[config.mk]
export PLATFORM = sky130hd
export DESIGN_NAME = bdpr_top
export DESIGN_NICKNAME = d
export VERILOG_FILES = /design/src/bdpr_pkg.sv /design/src/bdpr_sync.sv /design/src/bdpr_perr_drv.sv /design/src/bdpr_top.sv
export SDC_FILE = /design/constraint.sdc
export NUM_CORES = 1
export LEC_CHECK = 0
export ABC_AREA = 1
export BUFFER_PORTS_ARGS = -buffer_cell sky130_fd_sc_hd__buf_2
export CORE_AREA = 4 4 43 45
export CTS_CLUSTER_DIAMETER = 40
export CTS_CLUSTER_SIZE = 25
export DETAILED_ROUTE_END_ITERATION = 7
export DIE_AREA = 0 0 47 49
export GPL_TIMING_DRIVEN = 0
export PLACE_DENSITY = 0.72
export RECOVER_POWER = 100
export SLEW_MARGIN = 20
export SYNTH_ARGS = -nofsm -noshare
export SYNTH_HDL_FRONTEND = slang
export SYNTH_HIERARCHICAL = 1
export SYNTH_SLANG_ARGS = --single-unit
export TNS_END_PERCENT = 20
[constraint.sdc]
create_clock -name mclk -period 1.07 [get_ports mclk]
set_input_delay 0.1605 -clock mclk [delete_from_list [all_inputs] [get_ports mclk]]
set_output_delay 0.1605 -clock mclk [all_outputs]
set_load 0.02 [all_outputs]
[src/bdpr_pkg.sv]
/*
 Package for the bridge data parity reporting block: shared constants,
 the per-side activity type and the functional notes.
 Assumes nothing of its surroundings; imported by every design file.
*/
// Functional notes
// RULE_01 - Primary master bit only while primary master
// RULE_02 - Primary master bit needs primary response enable
// RULE_03 - Primary bit on sampled error line or own detect
// RULE_04 - Secondary master bit only while secondary master
// RULE_05 - Secondary master bit needs secondary response enable
// RULE_06 - Secondary bit on sampled line or own detect
// RULE_07 - Primary error output only as write target/read initiator
// RULE_08 - Primary error output needs primary response enable
// RULE_09 - Primary output on own error or downstream delayed write
// RULE_10 - Secondary output only as write target/read initiator
// RULE_11 - Secondary output needs secondary response enable
// RULE_12 - Secondary output on own error or upstream delayed write
// RULE_13 - Parity error lines active low, idle high
`default_nettype none
package bdpr_pkg;

   // Reset values
   localparam logic RST_STATUS  = 1'b0;    // Sticky status bits clear
   localparam logic RST_LINE_N  = 1'b1;    // Error line released high
   localparam logic RST_OE      = 1'b0;    // Not driving after reset
   localparam logic RST_SYNC    = 1'b1;    // Synchronisers idle high

   // Synchroniser depth for pin inputs
   localparam int   SYNC_STAGES = 2;

   // Drive phase of one parity error line
   typedef enum logic [1:0] {
      BDPR_IDLE,
      BDPR_ASSERT,
      BDPR_RELEASE
   } bdpr_drive_t;

endpackage
`default_nettype wire

[src/bdpr_sync.sv]
/*
 Two flip-flop synchroniser for one active-low pin input.
 Assumes mclk domain; input from a pin, idles high.
*/
`timescale 1ns/1ps
`default_nettype none
module bdpr_sync
   import bdpr_pkg::*;
(
   // Clock and reset
   input  wire logic mclk,
   input  wire logic reset_n,
   // Pin side
   input  wire logic pin_n,
   // Synchronised side
   output logic      sync_n
);

   logic meta;        // First stage, read only by second stage
   logic next_meta;   // Next first stage
   logic next_sync_n; // Next second stage

   ////////////////////////////////////////////////////////////////////////
   // Next values
   always_comb begin
      next_meta   = pin_n;
      next_sync_n = meta;
   end

   // Registers; constant on reset only
   always_ff @(posedge mclk or negedge reset_n) begin
      if (!reset_n) begin
         meta   <= RST_SYNC;
         sync_n <= RST_SYNC;
      end else begin
         meta   <= next_meta;
         sync_n <= next_sync_n;
      end
   end

endmodule
`default_nettype wire

[src/bdpr_perr_drv.sv]
/*
 Driver for one parity error line of the bridge (active low, driven).
 Assumes requests arrive from mclk logic, already qualified.
 Drives low one cycle per report, then high one cycle before releasing,
 as the bus expects a driven high before tri-state.
*/
`timescale 1ns/1ps
`default_nettype none
module bdpr_perr_drv
   import bdpr_pkg::*;
(
   // Clock and reset
   input  wire logic mclk,
   input  wire logic reset_n,
   // Control
   input  wire logic allowed,   // Bridge in a reporting role
   input  wire logic report,    // Qualified error this cycle
   // Pin side
   output logic      line_out_n,
   output logic      line_oe
);

   bdpr_drive_t state;       // Drive phase
   bdpr_drive_t next_state;  // Next drive phase
   logic        next_out_n;  // Next line level
   logic        next_oe;     // Next enable

   ////////////////////////////////////////////////////////////////////////
   // Next state and outputs
   always_comb begin
      next_state = state;
      next_out_n = RST_LINE_N;
      next_oe    = RST_OE;
      unique case (state)
         BDPR_IDLE, BDPR_RELEASE: begin
            // Only report while in a legal role
            if (allowed && report) begin
               next_state = BDPR_ASSERT;
               next_out_n = 1'b0;                 // RULE_13
               next_oe    = 1'b1;
            end else begin
               next_state = BDPR_IDLE;
            end
         end
         BDPR_ASSERT: begin
            // Back to back errors keep the line low
            if (allowed && report) begin
               next_out_n = 1'b0;                 // RULE_13
               next_oe    = 1'b1;
            end else begin
               // Drive high for one cycle, avoids slow pull-up edge
               next_state = BDPR_RELEASE;
               next_out_n = 1'b1;                 // RULE_13
               next_oe    = 1'b1;
            end
         end
      endcase
   end

   // Registers
   always_ff @(posedge mclk or negedge reset_n) begin
      if (!reset_n) begin
         state      <= BDPR_IDLE;
         line_out_n <= RST_LINE_N;
         line_oe    <= RST_OE;
      end else begin
         state      <= next_state;
         line_out_n <= next_out_n;
         line_oe    <= next_oe;
      end
   end

endmodule
`default_nettype wire

[src/bdpr_top.sv]
/*
 Bridge data parity reporting: master data parity detected status bits
 for both interfaces and both parity error line drivers.
 Assumes the bridge core gives role and detect strobes on mclk, and that
 both bus parity error lines arrive as pins (synchronised here).
 Status bits are sticky; software clears them by a clear strobe.
*/
`timescale 1ns/1ps
`default_nettype none
module bdpr_top
   import bdpr_pkg::*;
(
   // Clock and reset
   input  wire logic mclk,
   input  wire logic reset_n,
   // Configuration
   input  wire logic pri_perr_resp_en,   // Primary command register bit
   input  wire logic sec_perr_resp_en,   // Bridge control register bit
   // Primary bus role and detect, from core
   input  wire logic pri_master,         // Bridge is master on primary
   input  wire logic pri_write_target,   // Target of a write
   input  wire logic pri_read_init,      // Initiator of a read
   input  wire logic pri_data_perr,      // Own data parity detect
   input  wire logic pri_dly_wr_done,    // Upstream delayed write done
   // Secondary bus role and detect, from core
   input  wire logic sec_master,
   input  wire logic sec_write_target,
   input  wire logic sec_read_init,
   input  wire logic sec_data_perr,
   input  wire logic sec_dly_wr_done,    // Downstream delayed write done
   // Status clear strobes
   input  wire logic pri_mdpd_clear,
   input  wire logic sec_mdpd_clear,
   // Status out
   output logic      pri_mdpd,           // Primary master parity detected
   output logic      sec_mdpd,           // Secondary master parity detected
   // Primary parity error pin
   input  wire logic primary_parity_error_n_in,
   output logic      primary_parity_error_n_out,
   output logic      primary_parity_error_n_oe,
   // Secondary parity error pin
   input  wire logic secondary_parity_error_n_in,
   output logic      secondary_parity_error_n_out,
   output logic      secondary_parity_error_n_oe
);

   logic pri_line_n;     // Synchronised primary line
   logic sec_line_n;     // Synchronised secondary line
   logic pri_own_n;      // Our own drive, delayed to match sync
   logic sec_own_n;
   logic pri_own_d;
   logic sec_own_d;
   logic next_pri_own_d;
   logic next_sec_own_d;
   logic next_pri_own_n;
   logic next_sec_own_n;
   logic pri_seen;       // Line low from another driver
   logic sec_seen;
   logic pri_set;        // Status set terms
   logic sec_set;
   logic pri_allow;      // Reporting role per side
   logic sec_allow;
   logic pri_report;     // Qualified report per side
   logic sec_report;
   logic next_pri_mdpd;
   logic next_sec_mdpd;

   ////////////////////////////////////////////////////////////////////////
   // Pin synchronisers
   bdpr_sync u_pri_sync (
      .mclk    (mclk),
      .reset_n (reset_n),
      .pin_n   (primary_parity_error_n_in),
      .sync_n  (pri_line_n)
   );

   bdpr_sync u_sec_sync (
      .mclk    (mclk),
      .reset_n (reset_n),
      .pin_n   (secondary_parity_error_n_in),
      .sync_n  (sec_line_n)
   );

   ////////////////////////////////////////////////////////////////////////
   // Own drive delayed two cycles, to line up with the synchronised pin
   always_comb begin
      next_pri_own_d = primary_parity_error_n_oe
                       && !primary_parity_error_n_out;
      next_sec_own_d = secondary_parity_error_n_oe
                       && !secondary_parity_error_n_out;
      next_pri_own_n = !pri_own_d;
      next_sec_own_n = !sec_own_d;
   end

   always_ff @(posedge mclk or negedge reset_n) begin
      if (!reset_n) begin
         pri_own_d <= RST_OE;
         sec_own_d <= RST_OE;
         pri_own_n <= RST_LINE_N;
         sec_own_n <= RST_LINE_N;
      end else begin
         pri_own_d <= next_pri_own_d;
         sec_own_d <= next_sec_own_d;
         pri_own_n <= next_pri_own_n;
         sec_own_n <= next_sec_own_n;
      end
   end

   ////////////////////////////////////////////////////////////////////////
   // Line seen low; our own echo does not count as a report
   always_comb begin
      pri_seen = !pri_line_n && pri_own_n;             // RULE_13
      sec_seen = !sec_line_n && sec_own_n;             // RULE_13
   end

   ////////////////////////////////////////////////////////////////////////
   // Master data parity detected status bits
   always_comb begin
      pri_set = pri_master                             // RULE_01
                && pri_perr_resp_en                    // RULE_02
                && (pri_seen || pri_data_perr);        // RULE_03
      sec_set = sec_master                             // RULE_04
                && sec_perr_resp_en                    // RULE_05
                && (sec_seen || sec_data_perr);        // RULE_06
      // Set wins over a clear in the same cycle
      next_pri_mdpd = pri_set || (pri_mdpd && !pri_mdpd_clear);
      next_sec_mdpd = sec_set || (sec_mdpd && !sec_mdpd_clear);
   end

   always_ff @(posedge mclk or negedge reset_n) begin
      if (!reset_n) begin
         pri_mdpd <= RST_STATUS;
         sec_mdpd <= RST_STATUS;
      end else begin
         pri_mdpd <= next_pri_mdpd;
         sec_mdpd <= next_sec_mdpd;
      end
   end

   ////////////////////////////////////////////////////////////////////////
   // Reporting roles and causes for the error line drivers.
   // The forwarded case uses the other bus line seen during the delayed
   // write completion; the core must hold done over that data phase.
   always_comb begin
      pri_allow  = (pri_write_target || pri_read_init)   // RULE_07
                   && pri_perr_resp_en;                  // RULE_08
      sec_allow  = (sec_write_target || sec_read_init)   // RULE_10
                   && sec_perr_resp_en;                  // RULE_11
      pri_report = pri_data_perr                         // RULE_09
                   || (sec_dly_wr_done && sec_seen);     // RULE_09
      sec_report = sec_data_perr                         // RULE_12
                   || (pri_dly_wr_done && pri_seen);     // RULE_12
   end

   bdpr_perr_drv u_pri_drv (
      .mclk       (mclk),
      .reset_n    (reset_n),
      .allowed    (pri_allow),
      .report     (pri_report),
      .line_out_n (primary_parity_error_n_out),
      .line_oe    (primary_parity_error_n_oe)
   );

   bdpr_perr_drv u_sec_drv (
      .mclk       (mclk),
      .reset_n    (reset_n),
      .allowed    (sec_allow),
      .report     (sec_report),
      .line_out_n (secondary_parity_error_n_out),
      .line_oe    (secondary_parity_error_n_oe)
   );

endmodule
`default_nettype wire

==> impl_metrics.ini, run 1 <==
[global_routing]
antenna_found_initial = 0
track_usage_pct = 10.9
globalRouteOverflowTotal = 0
grt_pass1_wl_um = 1780
grt_max_degree = 19
grt_pass1_vias = 435

[final_layout]
final_util_pct = 57.4
nNetsFinal = 111
drive_above_1_share_pct = 39.1
instances_no_fill = 108
final_common_cell = nand2_1
area_growth_pct = 30.8
antennaDiodeCount = 0
final_cell_area_um2 = 845
reg_top3 = u_pri_drv/state: 2 flops, u_sec_drv/state: 2 flops
final_cell_mix = nand2_1, inv_1, buf_2, dfrtp_1, dfstp_2

[sta]
timing.setup.tns_ns = -0.0609
fmax_ghz = 0.904
setup_slack_ns = -0.0366
rsz0062_at_grt = true
worst_pin_slew_ns = 0.402
fin_skew_ns = 0.00537
finalMaxSlewViolations = 0
fin_crit_ns = 1.11
hold_violations = 0
final-setup-viol-count = 2
fin_crit_sh_pct = 103
slew_headroom_pct = 73.2

[worst_setup_path]
cp_top_family = flip-flops
regToRegSetupSlack_ns = 0.08
critical_path_class = register to output pin
path_cells = buf_6
max_stage_delay_ns = 0.55
cp.required_ns = 0.91
crit_slowest_cell = dfstp_2
start_kind = register
crit_fanout = 2
cp.arrival_ns = 0.95
endpoint_kind = output pin
path_buf_inv = 1

[floorplanning]
chipWidth_um = 47
rows = 14
dieArea_um2 = 2300
initial_core_util_pct = 43.9
top_level_ports = 24
core_area_um2 = 1470
die_y_um = 49

[yosys]
postSynthAreaPerCell_um2 = 10.4
synth_warnings = 6
yosysSeqAreaShare_pct = 71.3
ys_ff_latch = 18
synth_nets = 80
synth_cells = 62
netlist_area_um2 = 646
ys_types = 10

[clock_network]
h-tree-depth = 1
cts_tree = built
ctsLongestPathBuffers = 2
clkTransAtPathRegs_ns = 0.09
cts_buffers = 3
insertion_delay_ns = 0.28
clockRootBuffer = clkbuf_4
cts_setup_buffers = 0
cts_sinks = 18

[placed_design]
dpl_cell_area_um2 = 781
pre_cts_ws_ns = 0.120
dpl.hpwl_um = 768
io_buffers = 23
dp.cells = 101
gp_congestion = 0.705

[detailed_routing]
vias = 452
drc = 0
wl_per_cell_um = 9.23
drtIter0Drc = 2
ant_nets = 0
first_pass_iters = 2
vias_per_cell = 4.19
routed_wl_um = 997

[pwr]
p_per_area_nw_per_um2 = 1470
peakVddDrop_uv = 792
leakage_nw = 0.487

[worst_hold_path]
hold_path.class = primary input to register

[status]
status = finished with violations
violations = setup timing

[flow_run]
max_cap_violations = 0
==> report_power, final <==
group          leakage (nW)  internal (W)  switching, W
sequential            0.214      0.000737     0.0000173
combinational         0.258     0.0000707     0.0000891
clock                0.0150      0.000145      0.000185
total                 0.487      0.000952      0.000291
==> kinds of logic (layout without fill, tap and decap cells) <==
family	count (synthesis)	after routing	share of synthesized area, %
flip-flops	18	18	71.3
AND/OR/NAND/NOR	26	26	17.1
AO/OA/AOI/OAI	2	2	2.32
buffers and inverters	16	46	9.30
==> per-stage QoR <==
| stage | power (W) | hold slack, ns |
|---|---|---|
| 2_1_floorplan | 0.000844 | -0.135 |
| 3_3_place_gp | 0.000913 | 0.0925 |
| 3_5_place_dp | 0.000919 | 0.0962 |
| 4_1_cts | 0.00126 | 0.0974 |
| 5_1_grt | 0.00133 | 0.0997 |
| 6_report | 0.00124 | 0.100 |
==> cells in the mapped netlist <==
| cell | count | area share [%] |
|---|---|---|
| nor2_2 | 2 | 1.9 |
| o21a_1 | 2 | 2.3 |
| dfstp_2 | 8 | 33 |
| dfrtp_1 | 10 | 39 |
| nand2_1 | 18 | 10 |
| nand3_1 | 2 | 1.6 |
| nor2_1 | 2 | 1.2 |
| inv_2 | 2 | 1.2 |
| inv_1 | 14 | 8.1 |
| nand2_2 | 2 | 1.9 |
==> final cells by class <==
cell class                      instances  area (um^2)
Fill cell                             145          627
Sequential cell                        18          460
Timing Repair Buffer                   26          158
Multi-Input combinational cell         28          120
Inverter                               16         60.1
Clock buffer                            4         26.3
Tap cell                               16         20.0
==> per-layer routing <==
| metal | up-vias | share of wire (%) | GRT usage, % |
|---|---|---|---|
| met5 | - | 0 | 0 |
| met4 | 0 | 0.60 | 6.91 |
| met2 | 11 | 52 | 16.5 |
| li1 | 236 | - | - |
| met3 | 2 | 7.8 | 2.21 |
| met1 | 203 | 39 | 13.6 |
==> worst paths after layout <==
path | startpoint | to | cells past startpoint
hold / removal | pri_mdpd_clear | pri_mdpd | 4
min in group asynchronous | reset_n | u_pri_drv/state[1] | 2
hold reg to reg | sec_own_d | sec_own_n | 1
setup / recovery | u_pri_drv/line_out_n | primary_parity_error_n_out | 1
max in group asynchronous | reset_n | sec_own_n | 2
setup reg to reg | u_pri_sync/sync_n | u_sec_drv/state[1] | 6
==> what timing repair did <==
item	CTS	global route
gates resized for setup	4	0
hold endpoints to repair	12	0
hold buffers	3	0
setup endpoints to repair	2	2
Power figures use the tool's default switching activity.
==> run 2: changes to the inputs <==
--- a/config.mk
+++ b/config.mk
@@ -7,13 +7,13 @@
 export LEC_CHECK = 0
 export ABC_AREA = 1
 export BUFFER_PORTS_ARGS = -buffer_cell sky130_fd_sc_hd__buf_2
-export CORE_AREA = 4 4 43 45
+export CORE_AREA = 4 4 45 47
 export CTS_CLUSTER_DIAMETER = 40
 export CTS_CLUSTER_SIZE = 25
 export DETAILED_ROUTE_END_ITERATION = 7
-export DIE_AREA = 0 0 47 49
+export DIE_AREA = 0 0 49 51
 export GPL_TIMING_DRIVEN = 0
-export PLACE_DENSITY = 0.72
+export PLACE_DENSITY = 0.66
 export RECOVER_POWER = 100
 export SLEW_MARGIN = 20
 export SYNTH_ARGS = -nofsm -noshare
==> run 2 against run 1 <==
The flow still finishes with violations (setup timing). Clock-buffer cell count is 1 lower. Die area is 8.5% higher. Utilization is 6.4 points lower. Via count is 4.9% lower. Register-to-register slack hardly changed. Setup slack better by 0.0087 ns. Power is 2.2% lower. Final cell count stayed put. Critical endpoint unchanged.
==> impl_metrics.ini, run 2 (synthesis results as in run 1) <==
[clock_network]
cts_setup_buffers = 0
cts_sinks = 18
clockRootBuffer = clkbuf_4
cts_tree = built
clkTransAtPathRegs_ns = 0.09
h-tree-depth = 1
insertion_delay_ns = 0.27
cts_buffers = 3
ctsLongestPathBuffers = 2

[global_routing]
grt_pass1_vias = 375
grt_pass1_wl_um = 1590
track_usage_pct = 8.64
antenna_found_initial = 0
grt_max_degree = 19
globalRouteOverflowTotal = 0

[detailed_routing]
wl_per_cell_um = 8.59
routed_wl_um = 928
ant_nets = 0
drc = 0
drtIter0Drc = 5
vias_per_cell = 3.98
vias = 430
first_pass_iters = 4

[pwr]
leakage_nw = 0.486
p_per_area_nw_per_um2 = 1440
peakVddDrop_uv = 903

[final_layout]
drive_above_1_share_pct = 39.6
final_util_pct = 51.0
area_growth_pct = 30.4
final_cell_mix = nand2_1, inv_1, buf_2, dfrtp_1, dfstp_2
final_cell_area_um2 = 842
nNetsFinal = 111
antennaDiodeCount = 0
nFillCells = 159
final_common_cell = nand2_1
reg_top3 = u_pri_drv/state: 2 flops, u_sec_drv/state: 2 flops

[worst_setup_path]
regToRegSetupSlack_ns = 0.08
endpoint_kind = output pin
cp.arrival_ns = 0.94
crit_slowest_cell = dfstp_2
start_kind = register
critical_path_class = register to output pin
path_cells = buf_6
max_stage_delay_ns = 0.55
crit_fanout = 2
path_buf_inv = 1
cp.required_ns = 0.91
cp_top_family = flip-flops

[sta]
fin_skew_ns = 0.00451
hold_violations = 0
rsz0062_at_grt = true
setup_slack_ns = -0.0279
finalMaxSlewViolations = 0
timing.setup.tns_ns = -0.0547
worst_pin_slew_ns = 0.401
fin_crit_sh_pct = 103
slew_headroom_pct = 73.2
final-setup-viol-count = 2
fmax_ghz = 0.911
fin_crit_ns = 1.10
hold_ws_ns = 0.109

[placed_design]
gp_congestion = 0.669
pre_cts_ws_ns = 0.126
io_buffers = 23
dpl.hpwl_um = 734
dpl_cell_area_um2 = 782

[floorplanning]
core_area_um2 = 1650
top_level_ports = 24
chipWidth_um = 49
die_y_um = 51
dieArea_um2 = 2500
rows = 15
initial_core_util_pct = 39.1

[status]
status = finished with violations
violations = setup timing

[flow_run]
max_cap_violations = 0

[worst_hold_path]
hold_path.class = primary input to register
[run 2: stage by stage]
step / std cells / total power, W
floorplan: 62 / 0.000844
global route: 108 / 0.00129
detailed placement: 102 / 0.000918
finish: 108 / 0.00122
global placement: 102 / 0.000914
CTS: 108 / 0.00124
[run 2: area by class of cell]
class | instances | area, um^2 | area share [%]
sequential | 18 | 460 | 54.7
timing repair buffer | 26 | 158 | 18.7
multi-input combinational | 28 | 120 | 14.3
inverter | 16 | 60.1 | 7.13
clock buffer | 3 | 22.5 | 2.67
tap | 17 | 21.3 | 2.53
[run 2: report_power, final]
group          total (W)  internal (W)  switching, W  leakage, nW
registers       0.000754      0.000737     0.0000170        0.214
clock network   0.000303      0.000130      0.000173       0.0138
logic           0.000159     0.0000707     0.0000882        0.258
total            0.00122      0.000938      0.000278        0.486
[run 2: routing by layer]
metal,up-vias,track usage (%),share of wire [%]
met1,183,11.5,44
met3,2,3.21,7.7
met4,0,6.73,2.3
met5,-,0,0
li1,235,-,-
met2,10,11.1,46
[run 2: tightest hold or removal path: stages]
cell and delay [ns]:
buf_2 0.07, inv_1 0.03, nand2_1 0.04, nand2_1 0.05
[run 2: timing repair]
| item | 4_1_cts | 5_1_grt |
|---|---|---|
| endpoints found under the hold margin | 12 | 0 |
| gates resized for setup | 4 | 0 |
| pin swaps | 0 | 0 |
| endpoints found under the setup margin | 2 | 2 |
| hold buffers | 3 | 0 |
[run 2: worst paths after layout]
| path | startpoint | endpoint | cells past startpoint |
|---|---|---|---|
| max in group asynchronous | reset_n | u_sec_sync/sync_n | 2 |
| min reg2reg | pri_own_d | pri_own_n | 1 |
| min | sec_mdpd_clear | sec_mdpd | 4 |
| max | u_pri_drv/line_out_n | primary_parity_error_n_out | 1 |
| max reg2reg | sec_own_n | u_pri_drv/state[1] | 5 |
| min in group asynchronous | reset_n | sec_own_d | 2 |
==> run 3: changes to the inputs <==
--- a/config.mk
+++ b/config.mk
@@ -7,17 +7,16 @@
 export LEC_CHECK = 0
 export ABC_AREA = 1
 export BUFFER_PORTS_ARGS = -buffer_cell sky130_fd_sc_hd__buf_2
-export CORE_AREA = 4 4 45 47
+export CORE_AREA = 4 4 44 46
 export CTS_CLUSTER_DIAMETER = 40
 export CTS_CLUSTER_SIZE = 25
 export DETAILED_ROUTE_END_ITERATION = 7
-export DIE_AREA = 0 0 49 51
+export DIE_AREA = 0 0 48 50
 export GPL_TIMING_DRIVEN = 0
-export PLACE_DENSITY = 0.66
+export PLACE_DENSITY = 0.68
 export RECOVER_POWER = 100
 export SLEW_MARGIN = 20
 export SYNTH_ARGS = -nofsm -noshare
 export SYNTH_HDL_FRONTEND = slang
-export SYNTH_HIERARCHICAL = 1
 export SYNTH_SLANG_ARGS = --single-unit
 export TNS_END_PERCENT = 20
==> constraint.sdc (replaced) <==
create_clock -name mclk -period 1.07 [get_ports mclk]
set_input_delay 0.0535 -clock mclk [delete_from_list [all_inputs] [get_ports mclk]]
set_output_delay 0.0535 -clock mclk [all_outputs]
set_load 0.02 [all_outputs]
==> run 3 against run 2 <==
Largest cell class unchanged. Routed wire length increased by 12%. Power is 1.4% higher. Global-route usage grew 1.8 points. The flow now finishes without violations. Critical endpoint is now secondary_parity_error_n_out.
==> impl_metrics.ini, run 3 <==
[floorplanning]
dieArea_um2 = 2400
core_area_um2 = 1510
initial_core_util_pct = 42.4
die_y_um = 50
rows = 14
chipWidth_um = 48
top_level_ports = 24

[sta]
slew_headroom_pct = 72.0
hold_ws_ns = 0.0252
fin_crit_ns = 1.03
timing.setup.tns_ns = 0
fin_crit_sh_pct = 96.7
hold_violations = 0
setup_slack_ns = 0.0354
fin_skew_ns = 0.00603
rsz0062_at_grt = false
finalMaxSlewViolations = 0
worst_pin_slew_ns = 0.421
final-setup-viol-count = 0
fmax_ghz = 0.967

[yosys]
synth_warnings = 0
synth_area_leaders = dfrtp_1, dfstp_2, inv_1
ys_types = 10
synth_adder_area_share_pct = 0
synth_cells = 60
yosysSeqAreaShare_pct = 72.2
synth_top_family_by_area = simple AND/OR/NAND/NOR gates
synth-xor-area-share_pct = 0
netlist_area_um2 = 638
synth_common_cells = inv_1, dfrtp_1, nand2_1
synth_top_cell_by_area = dfrtp_1
synth_compound_area_share_pct = 4.71
muxShareOfSynthArea_pct = 0
yosys.cell_count.top_type = inv_1
synth-simple-area-share_pct = 13.7
synth_ff_type = dfrtp_1
synth_edf_count = 0
ys_ff_latch = 18
synth_top_area_share_pct = 39.2
ys_async_sr_fraction_pct = 100
postSynthAreaPerCell_um2 = 10.6
synth_nets = 78

[worst_setup_path]
r2r_cells = 5
path_cells = buf_2
cp.required_ns = 1.02
crit_fanout = 2
start_kind = register
cp_num_cells = 1
crit_slowest_cell = dfstp_2
path_buf_inv = 1
critical_path_class = register to output pin
endpoint_kind = output pin
cp.arrival_ns = 0.98
max_stage_delay_ns = 0.54
cp_top_family = flip-flops

[clock_network]
cts_setup_buffers = 0
ctsLongestPathBuffers = 2
cts_resized = 0
clkTransAtPathRegs_ns = 0.09
h-tree-depth = 1
clockRootBuffer = clkbuf_4
cts_buffers = 3
cts_tree = built
insertion_delay_ns = 0.28
cts_hold_buf = 3
cts_sinks = 18

[detailed_routing]
vias_per_cell = 4.09
wl_per_cell_um = 9.82
vias = 434
routed_wl_um = 1040
drtIter0Drc = 2
drc = 0
ant_nets = 0
first_pass_iters = 2

[final_layout]
nNetsFinal = 109
antennaDiodeCount = 0
instances_no_fill = 106
drive_above_1_share_pct = 36.7
final_common_cell = buf_2
reg_top3 = u_pri_drv.state: 2 flops, u_sec_drv.state: 2 flops
area_growth_pct = 28.8
final_util_pct = 54.6
final_cell_mix = buf_2, inv_1, nand2_1, dfrtp_1, dfstp_2
nFillCells = 145

[pwr]
p_per_area_nw_per_um2 = 1500
leakage_nw = 0.449
peakVddDrop_uv = 840

[global_routing]
grt_pass1_vias = 416
grt_pass1_wl_um = 1680
antenna_found_initial = 0
track_usage_pct = 10.4
grt_max_degree = 19
globalRouteOverflowTotal = 0

[placed_design]
io_buffers = 23
pre_cts_ws_ns = 0.123
gp_congestion = 0.674
dpl.hpwl_um = 813
dp.cells = 99

[worst_hold_path]
hold_path.class = primary input to register
hold_depth = 4

[status]
status = finished, final reports clean

[flow_run]
max_cap_violations = 0
-- run 3: routing by layer --
metal / vias up / GRT usage, % / share of wire, %
met1: 181 / 12.7 / 43
met5: - / 0 / 0
met4: 0 / 8.07 / 2.2
met2: 19 / 14.5 / 44
met3: 2 / 3.27 / 11
li1: 232 / - / -
-- run 3: where the power goes --
group / leakage (nW) / switching (W) / internal (W)
Sequential: 0.214 / 0.0000167 / 0.000737
Clock: 0.0150 / 0.000185 / 0.000145
Combinational: 0.220 / 0.0000905 / 0.0000593
Total: 0.449 / 0.000293 / 0.000941
-- run 3: worst paths after layout --
path | start | slack (ns) | endpoint
worst max register to register | u_sec_sync.sync_n | 0.11 | u_pri_drv.line_oe
worst min-delay path | pri_mdpd_clear | 0.03 | pri_mdpd
worst min register to register | pri_own_d | 0.36 | pri_own_n
worst max-delay path | u_sec_drv.line_out_n | 0.04 | secondary_parity_error_n_out
max in group asynchronous | reset_n | 0.51 | pri_own_n
min in group asynchronous | reset_n | 0.22 | sec_mdpd
-- run 3: metrics by stage --
| step | power, W | area (um^2) |
|---|---|---|
| after global routing | 0.00130 | 822 |
| final | 0.00123 | 822 |
| after floorplan | 0.000839 | 638 |
| after global placement | 0.000909 | 773 |
| after CTS | 0.00125 | 830 |
| after detailed placement | 0.000915 | 773 |
-- run 3: kinds of logic (layout without fill, tap and decap cells) --
logic type,Yosys count,count (layout)
buffers and inverters,16,46
AOI/OAI and AO/OA,6,6
and+or+nand+nor,20,20
DFF,18,18
-- run 3: layout make-up --
cell class | instances | area [um^2] | share of cell area (%)
Multi-Input combinational cell | 26 | 115 | 14.0
Timing Repair Buffer | 26 | 140 | 17.0
Clock buffer | 4 | 26.3 | 3.20
Inverter | 16 | 60.1 | 7.31
Tap cell | 16 | 20.0 | 2.44
Sequential cell | 18 | 460 | 56.0
